==> src/hdl/isp_consts.svh <==
`ifndef ISP_CONSTS_SVH
`define ISP_CONSTS_SVH

// ----------------------------------------
// target addresses
// ----------------------------------------
`define ISP_ADDR_MAIN_HI 7'h48
`define ISP_ADDR_MAIN_LO 7'h40
`define ISP_ADDR_TEST 7'h49

// ----------------------------------------
// framing and register bank
// ----------------------------------------
`define ISP_BITS_PER_BYTE 4'h8
`define ISP_REG_COUNT 9'h010
`define ISP_BUF_DEPTH 2'h2
`define ISP_PIN_IDLE 3'h7

`endif

==> src/hdl/isp_pkg.sv <==
package isp_pkg;

    // bus-side sequencer states
    typedef enum logic [2:0] {
        ST_IDLE,
        ST_ADDR,
        ST_RECV,
        ST_ACK_OUT,
        ST_SEND,
        ST_ACK_IN
    } isp_state_t;

    typedef logic [7:0] isp_byte_t;

    // one entry of the update buffer
    typedef struct packed {
        isp_byte_t addr;
        isp_byte_t data;
    } isp_upd_t;

endpackage : isp_pkg

==> src/hdl/isp_mem_if.sv <==
`timescale 1ns/1ns
`default_nettype none

// ----------------------------------------
// register bank port
// ----------------------------------------
interface isp_mem_if;
    logic wrEn;
    logic [7:0] wrAddr;
    logic [7:0] wrData;
    logic [7:0] rdAddr;
    logic [7:0] rdData;

    modport ctrl (output wrEn, output wrAddr, output wrData,
                  output rdAddr, input rdData);
    modport mem (input wrEn, input wrAddr, input wrData,
                 input rdAddr, output rdData);
endinterface : isp_mem_if

`default_nettype wire

==> src/hdl/isp_slave.sv <==
// What this block does
// only 7-bit addresses; eighth bit picks write (0) or read (1)
// answer 0x48 with select high, 0x40 with it low, plus 0x49
// any other target address is left unacknowledged
// eight-bit registers; first byte after write address is the pointer
// write bytes land at pointer, pointer then steps up; with the update buffer full an in-bank byte is refused and the pointer held
// read bytes come from pointer, pointer steps for each further byte
// master makes every clock pulse; clock line never driven low here
// works at any clock rate up to 3.4MHz, including long pauses
// one bit per clock; data stable while clock is high
// data change while clock high is a bus condition, not data
// nine pulses per byte, msb first, then acknowledge
// data fall with clock high is start, data rise is stop
// idle bus leaves both lines released high
// repeated start behaves as a fresh start, address follows
// after stop or wrong address, ignore clock until next start
// acknowledge drives data low through ninth pulse high phase
// not-acknowledge leaves data released through ninth pulse
// master ends reads with not-acknowledge then stop
// every pointer value is acknowledged, holes included
// master should retry later after missing acknowledge
// all-zero broadcast address is not acknowledged
// written byte commits at data rise after its acknowledge slot, or at the next byte's eighth clock rise if the data line never rises
// stop leaves the pointer untouched
// lines are synchronised and conditions found from clean levels
// holes read zero; writes to them are dropped silently
`timescale 1ns/1ns
`default_nettype none
`include "isp_consts.svh"

module isp_slave
    import isp_pkg::*;
(
    input wire logic sys_clk,
    input wire logic sys_rst,
    input wire logic sclIn,
    input wire logic sdaIn,
    input wire logic addrSel,
    input wire logic updReady,
    output logic sdaOut,
    output logic sdaOe,
    output logic sclOut,
    output logic sclOe,
    output logic updValid,
    output isp_byte_t updAddr,
    output isp_byte_t updData
);

    // ----------------------------------------
    // pin synchronisers
    // ----------------------------------------
    // bit 0 clock, bit 1 data, bit 2 address select
    logic [2:0] pinS1_q;
    logic [2:0] pinS2_q;
    logic [2:0] pinS3_q;
    logic [2:0] pinLvl_q;
    logic [2:0] pinPrev_q;
    wire [2:0] pinAgree = ~(pinS2_q ^ pinS3_q);
    wire [2:0] pinLvl_d = (pinS3_q & pinAgree) | (pinLvl_q & ~pinAgree);

    // a level only moves once the last two stages agree
    always_ff @(posedge sys_clk) begin
        if (sys_rst) begin
            pinS1_q <= `ISP_PIN_IDLE;
            pinS2_q <= `ISP_PIN_IDLE;
            pinS3_q <= `ISP_PIN_IDLE;
            pinLvl_q <= `ISP_PIN_IDLE;
            pinPrev_q <= `ISP_PIN_IDLE;
        end else begin
            pinS1_q <= {addrSel, sdaIn, sclIn};
            pinS2_q <= pinS1_q;
            pinS3_q <= pinS2_q;
            pinLvl_q <= pinLvl_d;
            pinPrev_q <= pinLvl_q;
        end
    end

    // ----------------------------------------
    // edge and condition decode
    // ----------------------------------------
    wire sclLvl = pinLvl_q[0];
    wire sdaLvl = pinLvl_q[1];
    wire selLvl = pinLvl_q[2];
    wire sclHeld = sclLvl && pinPrev_q[0];
    wire sclRise = sclLvl && !pinPrev_q[0];
    wire sclFall = !sclLvl && pinPrev_q[0];
    wire sdaRise = sdaLvl && !pinPrev_q[1];
    wire sdaFall = !sdaLvl && pinPrev_q[1];
    // data moving under a high clock is never a data bit
    wire startCond = sclHeld && sdaFall;
    wire stopCond = sclHeld && sdaRise;

    // ----------------------------------------
    // sequencer state
    // ----------------------------------------
    isp_state_t state_q, state_d;
    logic [3:0] bitCnt_q, bitCnt_d;
    isp_byte_t shift_q, shift_d;
    isp_byte_t ptr_q, ptr_d;
    isp_byte_t pendPtr_q, pendPtr_d;
    isp_byte_t pendData_q, pendData_d;
    logic isRead_q, isRead_d;
    logic havePtr_q, havePtr_d;
    logic pend_q, pend_d;
    logic mAck_q, mAck_d;
    logic sdaOe_q, sdaOe_d;

    isp_mem_if memBus ();

    // ----------------------------------------
    // address match and byte bookkeeping
    // ----------------------------------------
    wire [6:0] mainAddr = selLvl ? `ISP_ADDR_MAIN_HI : `ISP_ADDR_MAIN_LO;
    // zero never matches, so broadcast stays unanswered
    wire addrHit = (shift_q[7:1] == mainAddr)
                || (shift_q[7:1] == `ISP_ADDR_TEST);
    wire byteFull = (bitCnt_q == `ISP_BITS_PER_BYTE);
    wire ptrInBank = {1'b0, ptr_q} < `ISP_REG_COUNT;
    // a master letting go early inside our slot is not the commit edge
    wire inAckOut = (state_q == ST_ACK_OUT);
    wire [7:0] ptrInc = 8'(ptr_q + 8'h01);
    wire [3:0] bitInc = 4'(bitCnt_q + 4'h1);
    // last data bit of the next byte in flight
    wire lastBitIn = sclRise && (state_q == ST_RECV)
                  && (bitCnt_q == 4'h7);
    // commit waits for the data rise; a held-low line would otherwise
    // let the next byte overwrite it, so the next byte forces it out
    wire commitNow = pend_q && ((sdaRise && !inAckOut) || lastBitIn);
    wire [1:0] bufCnt;
    wire bufFull = (bufCnt == `ISP_BUF_DEPTH);

    // ----------------------------------------
    // next-state logic
    // ----------------------------------------
    always_comb begin
        state_d = state_q;
        bitCnt_d = bitCnt_q;
        shift_d = shift_q;
        ptr_d = ptr_q;
        pendPtr_d = pendPtr_q;
        pendData_d = pendData_q;
        isRead_d = isRead_q;
        havePtr_d = havePtr_q;
        pend_d = pend_q && !commitNow;
        mAck_d = mAck_q;
        sdaOe_d = sdaOe_q;
        if (stopCond) begin
            // pointer survives the stop
            state_d = ST_IDLE;
            sdaOe_d = 1'b0;
        end else if (startCond) begin
            state_d = ST_ADDR;
            bitCnt_d = 4'h0;
            havePtr_d = 1'b0;
            sdaOe_d = 1'b0;
        end else begin
            case (state_q)
                ST_IDLE: begin
                    // clock ignored until a start
                    state_d = ST_IDLE;
                end
                ST_ADDR, ST_RECV: begin
                    if (sclRise && !byteFull) begin
                        shift_d = {shift_q[6:0], sdaLvl};
                        bitCnt_d = bitInc;
                    end else if (sclFall && byteFull) begin
                        bitCnt_d = 4'h0;
                        if (state_q == ST_ADDR) begin
                            if (addrHit) begin
                                isRead_d = shift_q[0];
                                sdaOe_d = 1'b1;
                                state_d = ST_ACK_OUT;
                            end else begin
                                state_d = ST_IDLE;
                            end
                        end else if (!havePtr_q) begin
                            ptr_d = shift_q;
                            havePtr_d = 1'b1;
                            sdaOe_d = 1'b1;
                            state_d = ST_ACK_OUT;
                        end else if (ptrInBank && bufFull) begin
                            // no room to report it, so refuse the byte
                            sdaOe_d = 1'b0;
                            state_d = ST_ACK_OUT;
                        end else begin
                            pend_d = ptrInBank;
                            pendPtr_d = ptr_q;
                            pendData_d = shift_q;
                            ptr_d = ptrInc;
                            sdaOe_d = 1'b1;
                            state_d = ST_ACK_OUT;
                        end
                    end
                end
                ST_ACK_OUT: begin
                    if (sclFall && isRead_q) begin
                        shift_d = memBus.rdData;
                        sdaOe_d = !memBus.rdData[7];
                        state_d = ST_SEND;
                    end else if (sclFall) begin
                        sdaOe_d = 1'b0;
                        state_d = ST_RECV;
                    end
                end
                ST_SEND: begin
                    if (sclRise) begin
                        bitCnt_d = bitInc;
                    end else if (sclFall && byteFull) begin
                        bitCnt_d = 4'h0;
                        sdaOe_d = 1'b0;
                        state_d = ST_ACK_IN;
                    end else if (sclFall) begin
                        shift_d = {shift_q[6:0], 1'b0};
                        sdaOe_d = !shift_q[6];
                    end
                end
                ST_ACK_IN: begin
                    if (sclRise) begin
                        mAck_d = !sdaLvl;
                        ptr_d = sdaLvl ? ptr_q : ptrInc;
                    end else if (sclFall && mAck_q) begin
                        shift_d = memBus.rdData;
                        sdaOe_d = !memBus.rdData[7];
                        state_d = ST_SEND;
                    end else if (sclFall) begin
                        // released until the closing stop
                        state_d = ST_IDLE;
                    end
                end
                default: begin
                    state_d = ST_IDLE;
                end
            endcase
        end
    end

    // ----------------------------------------
    // sequencer registers
    // ----------------------------------------
    always_ff @(posedge sys_clk) begin
        if (sys_rst) begin
            state_q <= ST_IDLE;
            bitCnt_q <= 4'h0;
            shift_q <= 8'h00;
            isRead_q <= 1'b0;
            havePtr_q <= 1'b0;
            mAck_q <= 1'b0;
            sdaOe_q <= 1'b0;
        end else begin
            state_q <= state_d;
            bitCnt_q <= bitCnt_d;
            shift_q <= shift_d;
            isRead_q <= isRead_d;
            havePtr_q <= havePtr_d;
            mAck_q <= mAck_d;
            sdaOe_q <= sdaOe_d;
        end
    end

    // pointer and pending write kept apart from the sequencer
    always_ff @(posedge sys_clk) begin
        if (sys_rst) begin
            ptr_q <= 8'h00;
            pend_q <= 1'b0;
            pendPtr_q <= 8'h00;
            pendData_q <= 8'h00;
        end else begin
            ptr_q <= ptr_d;
            pend_q <= pend_d;
            pendPtr_q <= pendPtr_d;
            pendData_q <= pendData_d;
        end
    end

    // ----------------------------------------
    // register bank
    // ----------------------------------------
    assign memBus.wrEn = commitNow;
    assign memBus.wrAddr = pendPtr_q;
    assign memBus.wrData = pendData_q;
    assign memBus.rdAddr = ptr_q;

    isp_reg_mem u_mem (
        .sys_clk(sys_clk),
        .sys_rst(sys_rst),
        .bus(memBus.mem)
    );

    // ----------------------------------------
    // update buffer, two entries
    // ----------------------------------------
    isp_upd_t buf_q [2];
    logic wrSlot_q;
    logic rdSlot_q;
    logic [1:0] bufCnt_q;
    wire bufPush = commitNow;
    wire bufPop = updValid && updReady;
    wire [1:0] cntUp = 2'(bufCnt_q + 2'h1);
    wire [1:0] cntDn = 2'(bufCnt_q - 2'h1);
    wire [1:0] bufCnt_d = (bufPush && !bufPop) ? cntUp
                        : (bufPop && !bufPush) ? cntDn : bufCnt_q;

    // a full buffer turns in-bank data bytes away, so no update is lost
    always_ff @(posedge sys_clk) begin
        if (sys_rst) begin
            buf_q[0] <= '0;
            buf_q[1] <= '0;
            wrSlot_q <= 1'b0;
            rdSlot_q <= 1'b0;
            bufCnt_q <= 2'h0;
        end else begin
            if (bufPush) begin
                buf_q[wrSlot_q] <= {pendPtr_q, pendData_q};
                wrSlot_q <= !wrSlot_q;
            end
            if (bufPop) begin
                rdSlot_q <= !rdSlot_q;
            end
            bufCnt_q <= bufCnt_d;
        end
    end

    assign bufCnt = bufCnt_q;
    assign updValid = (bufCnt_q != 2'h0);
    assign updAddr = buf_q[rdSlot_q].addr;
    assign updData = buf_q[rdSlot_q].data;

    // ----------------------------------------
    // line drivers
    // ----------------------------------------
    // open drain: only ever pull low; clock is never touched
    assign sdaOut = 1'b0;
    assign sdaOe = sdaOe_q;
    assign sclOut = 1'b0;
    assign sclOe = 1'b0;

endmodule : isp_slave

`default_nettype wire

==> src/hdl/isp_reg_mem.sv <==
`timescale 1ns/1ns
`default_nettype none
`include "isp_consts.svh"

module isp_reg_mem
    import isp_pkg::*;
(
    input wire logic sys_clk,
    input wire logic sys_rst,
    isp_mem_if.mem bus
);

    // ----------------------------------------
    // storage
    // ----------------------------------------
    isp_byte_t regs_q [16];
    isp_byte_t rdData_q;

    wire wrHit = bus.wrEn && ({1'b0, bus.wrAddr} < `ISP_REG_COUNT);
    wire rdHit = {1'b0, bus.rdAddr} < `ISP_REG_COUNT;

    // writes outside the bank vanish, nothing else moves
    always_ff @(posedge sys_clk) begin
        if (sys_rst) begin
            for (int i = 0; i < 16; i++) begin
                regs_q[i] <= 8'h00;
            end
        end else if (wrHit) begin
            regs_q[bus.wrAddr[3:0]] <= bus.wrData;
        end
    end

    // registered read; holes read as zero
    always_ff @(posedge sys_clk) begin
        if (sys_rst) begin
            rdData_q <= 8'h00;
        end else begin
            rdData_q <= rdHit ? regs_q[bus.rdAddr[3:0]] : 8'h00;
        end
    end

    assign bus.rdData = rdData_q;

endmodule : isp_reg_mem

`default_nettype wire

==> config.mk <==
export PLATFORM = sky130hd
export DESIGN_NAME = isp_slave
export DESIGN_NICKNAME = d
export VERILOG_FILES = /design/src/hdl/isp_pkg.sv /design/src/hdl/isp_mem_if.sv /design/src/hdl/isp_slave.sv /design/src/hdl/isp_reg_mem.sv
export VERILOG_INCLUDE_DIRS = /design/src /design/src/hdl
export SDC_FILE = /design/constraint.sdc
export NUM_CORES = 1
export LEC_CHECK = 0
export BUFFER_PORTS_ARGS = -buffer_cell sky130_fd_sc_hd__buf_2
export CAP_MARGIN = 20
export CORE_MARGIN = 2
export CORE_UTILIZATION = 40
export DETAILED_ROUTE_END_ITERATION = 6
export SYNTH_ARGS = -nofsm -noshare
export SYNTH_HDL_FRONTEND = slang
export SYNTH_HIERARCHICAL = 1
export SYNTH_SLANG_ARGS = --single-unit
==> constraint.sdc <==
create_clock -name sys_clk -period 3.1 [get_ports sys_clk]
set_clock_uncertainty 0.2 [all_clocks]
set_input_delay 0.465 -clock sys_clk [delete_from_list [all_inputs] [get_ports sys_clk]]
set_output_delay 0.465 -clock sys_clk [all_outputs]
set_load 0.02 [all_outputs]
==> flow_metrics.tcl <==
set metrics [dict create \
    area_delta_synth_final_pct 12.6 \
    clkLatencyLatePin_ns 0.52 \
    whs_path_depth 4 \
    coreArea_sq_mm 0.0269 \
    rows 60 \
    avgSynthCellArea_sq_um 13.1 \
    synth_top_family_by_area "simple AND/OR/NAND/NOR gates" \
    drtIter0Drc 464 \
    vias_per_cell 5.30 \
    synth_fa_ha_area_share_pct 0.459 \
    fin_crit_sh_pct 92.8 \
    place_congestion 0.794 \
    critPathArrivalTime_ns 2.86 \
    fin_crit_ns 2.88 \
    layout.cells.non_filler 1235 \
    hold_class "in -> reg" \
    ant_nets 0 \
    fp.dieArea_sq_mm 0.0286 \
    diodes 0 \
    p_per_area_mw_per_mm2 586 \
    layout-drive-gt1-share_pct 22.7 \
    setup_viol 0 \
    clkSinkCount 231 \
    grt-ovfl-total 0 \
    place_hpwl_mm 16.1 \
    end_kind "flop" \
    clock_path_buffers 3 \
    root_buffer "clkbuf_16" \
    cts_buffers 25 \
    die_w_um 169 \
    slew_violations 0 \
    drc_errors 0 \
    r2r_start "bitCnt_q[2]$_SDFFE_PP0P_" \
    nNetsFinal 886 \
    tightest_slew_ns 1.03 \
    wirelength_mm 24.5 \
    synth_edf_count 160 \
    cp_max_fo 16 \
    power_leakage_uw 0.00433 \
    status "finished, final reports clean" \
    synth-main-ff-cell "edfxtp_1" \
    grt_pass1_vias 6298 \
    netlist_area_sq_mm 0.0109 \
    peakVddDrop_uv 416 \
    io_buffers 23 \
    synthXorXnorAreaFrac_pct 0.723 \
    initial_core_util_pct 40.6 \
    slew_headroom_pct 31.3 \
    synth-compound-area-share_pct 5.89 \
    rr_worst_depth 8 \
    clk_pin_slew_ns 0.06 \
    critPathRequiredTime_ns 3.08 \
    ios 27 \
    muxShareOfSynthArea_pct 12.4 \
    grt_setup_unrepaired "no" \
    worstSetupPathType "reg -> reg" \
    maxCapViolations 0 \
    ys_ff_latch 231 \
    hp-start "updReady" \
    cts_tree "yes" \
    hold_violations 0 \
    syn_inst 833 \
    yosysSeqAreaShare_pct 57.1 \
    dp.cells 1187 \
    first_pass_iters 5 \
    synth.yosys.warnings 6 \
    crit_path_start_kind "flop" \
    max_freq_mhz 348 \
    async_flop_share_pct 0 \
    synth_cell_types 72 \
    cp-startpoint "bitCnt_q[2]$_SDFFE_PP0P_" \
    num_vias 6547 \
    grt_max_degree 46 \
    fp.dieH_um 169 \
    antenna_found_initial 0 \
    synthSimpleGateAreaFrac_pct 20.6 \
    htreeDepth 1 \
    routedWlPerCell_um 19.8 \
    tns_ns 0 \
    grt_pass1_wl_mm 37.8 \
    grt_usage_pct 17.3 \
]
## state kept, by name, indices dropped and copies added (netlist names), 2 cells and up, named ones only
register and flops:
pinS1_q 3, shift_q 8, u_mem/regs_q 128, pinPrev_q 2
state_q 3, memBus.wrAddr 8, pinS2_q 3, memBus.rdAddr 8
buf_q 32, pinS3_q 3, bitCnt_q 4, bufCnt 2
u_mem/bus.rdData 8, memBus.wrData 8
## worst paths after layout
| check | slack [ns] | end |
|---|---|---|
| setup / recovery | 0.22 | u_mem/regs_q[11][6]$_SDFFCE_PN0P_ |
| hold / removal | 0.13 | flop |
| setup reg to reg | 0.22 | u_mem/regs_q[11][6]$_SDFFCE_PN0P_ |
| hold reg to reg | 0.21 | pinS2_q[0]$_SDFF_PP1_ |
## cell usage after synthesis (3+ instances only)
library cell,n,area (sq um)
and2_1,160,1000
xnor2_1,3,26.3
nand2_1,25,93.8
or2_1,9,56.3
or2_2,23,144
nor4_4,16,340
nor4_1,5,31.3
buf_6,6,67.6
nand2b_1,7,43.8
a2111oi_0,3,26.3
a211o_1,3,26.3
nor3b_1,3,22.5
a31oi_1,3,18.8
mux2_2,18,203
nor2b_1,5,31.3
buf_2,11,55.1
mux4_2,32,721
nor2_1,47,176
nor3_1,5,25.0
o21ai_0,18,90.1
nand3_1,6,30.0
a211oi_1,4,30.0
nand3b_1,3,22.5
edfxtp_1,160,4800
mux2i_1,43,430
dfxtp_1,71,1420
inv_1,5,18.8
clkbuf_1,26,97.6
nand4_1,4,25.0
a21o_1,4,30.0
ha_1,4,50.1
a21oi_1,24,120
o22ai_1,9,56.3
or3_1,9,56.3
buf_4,5,37.5
o21a_1,5,37.5
xor2_1,6,52.6
## cells by family (layout without fill, tap and decap cells)
kind of cell               after synthesis  after routing
and+or+nand+nor                        343            343
DFF                                    231            231
AOI/OAI and AO/OA                       96             96
muxes                                   93             93
buffers and inverters                   56            115
xor gates and xnor gates                 9              9
adders and majority gates                4              4
other                                    1              3
## routing by layer
layer	track usage, %	vias up	part of all wire (%)
met3	2.20	31	3.8
met5	0	-	0
met1	25.9	3254	49
li1	-	3148	-
met2	26.8	114	45
met4	3.94	0	1.9
## report_power, final
part	internal [uW]	leakage (uW)	switching (uW)
combinational	401	0.00173	513
sequential	3420	0.00223	124
clock	1560	0.000367	1180
total	5380	0.00433	1820
## cells in the final DEF, fill, tap and decap left out, types with 7 or more instances in the layout
cell         n
a21oi_1     24
and2_1     160
buf_2       23
buf_4       37
clkbuf_16   25
clkinv_2     8
dfxtp_1     69
edfxtp_1   160
mux2_2      18
mux2i_1     43
mux4_2      32
nand2_1     25
nand2b_1     7
nor2_1      47
nor4_4      16
o21ai_0     17
o22ai_1      9
or2_2       22
or2_4        9
or3_1        9
## worst max-delay path, stage by stage, from the launching register on
cell and delay, ns:
dfxtp_1 0.39, nor4bb_1 0.31, a31o_2 0.21, nand3_1 0.10, inv_1 0.09, or4b_4 0.48, buf_12 0.19, nor4_4 0.23
or2_1 0.32
## final cells by class
cell class	instances	area, sq um
multi-input cells	548	4400
inverters	5	18.8
clock buffers	31	648
fillers	2409	14600
flip-flops and latches	231	6230
repair buffers	65	463
clock inverters	14	92.6
well taps	341	427
## metrics by stage
| step | hold slack, ns | area (sq um) | worst slack [ns] | power [uW] | utilization, % |
|---|---|---|---|---|---|
| finish | 0.128 | 12300 | 0.224 | 7200 | 45.7 |
| global route | 0.166 | 12300 | 0.0110 | 7460 | 45.7 |
| global placement | 0.191 | 11500 | 0.170 | 4510 | 42.7 |
| CTS | 0.126 | 12300 | 0.130 | 7250 | 45.6 |
| floorplan | 0.189 | 10900 | 0.0317 | 4270 | - |
| detailed placement | 0.196 | 11500 | 0.168 | 4510 | 42.7 |
## timing repair
item                                   4_1_cts  5_1_grt
setup endpoints to repair                    0       69
setup buffers                                0        0
endpoints found under the hold margin        3        0
resized for setup                            0        9
hold buffers                                 3        0
No activity file was read; power rests on OpenSTA's default activity.
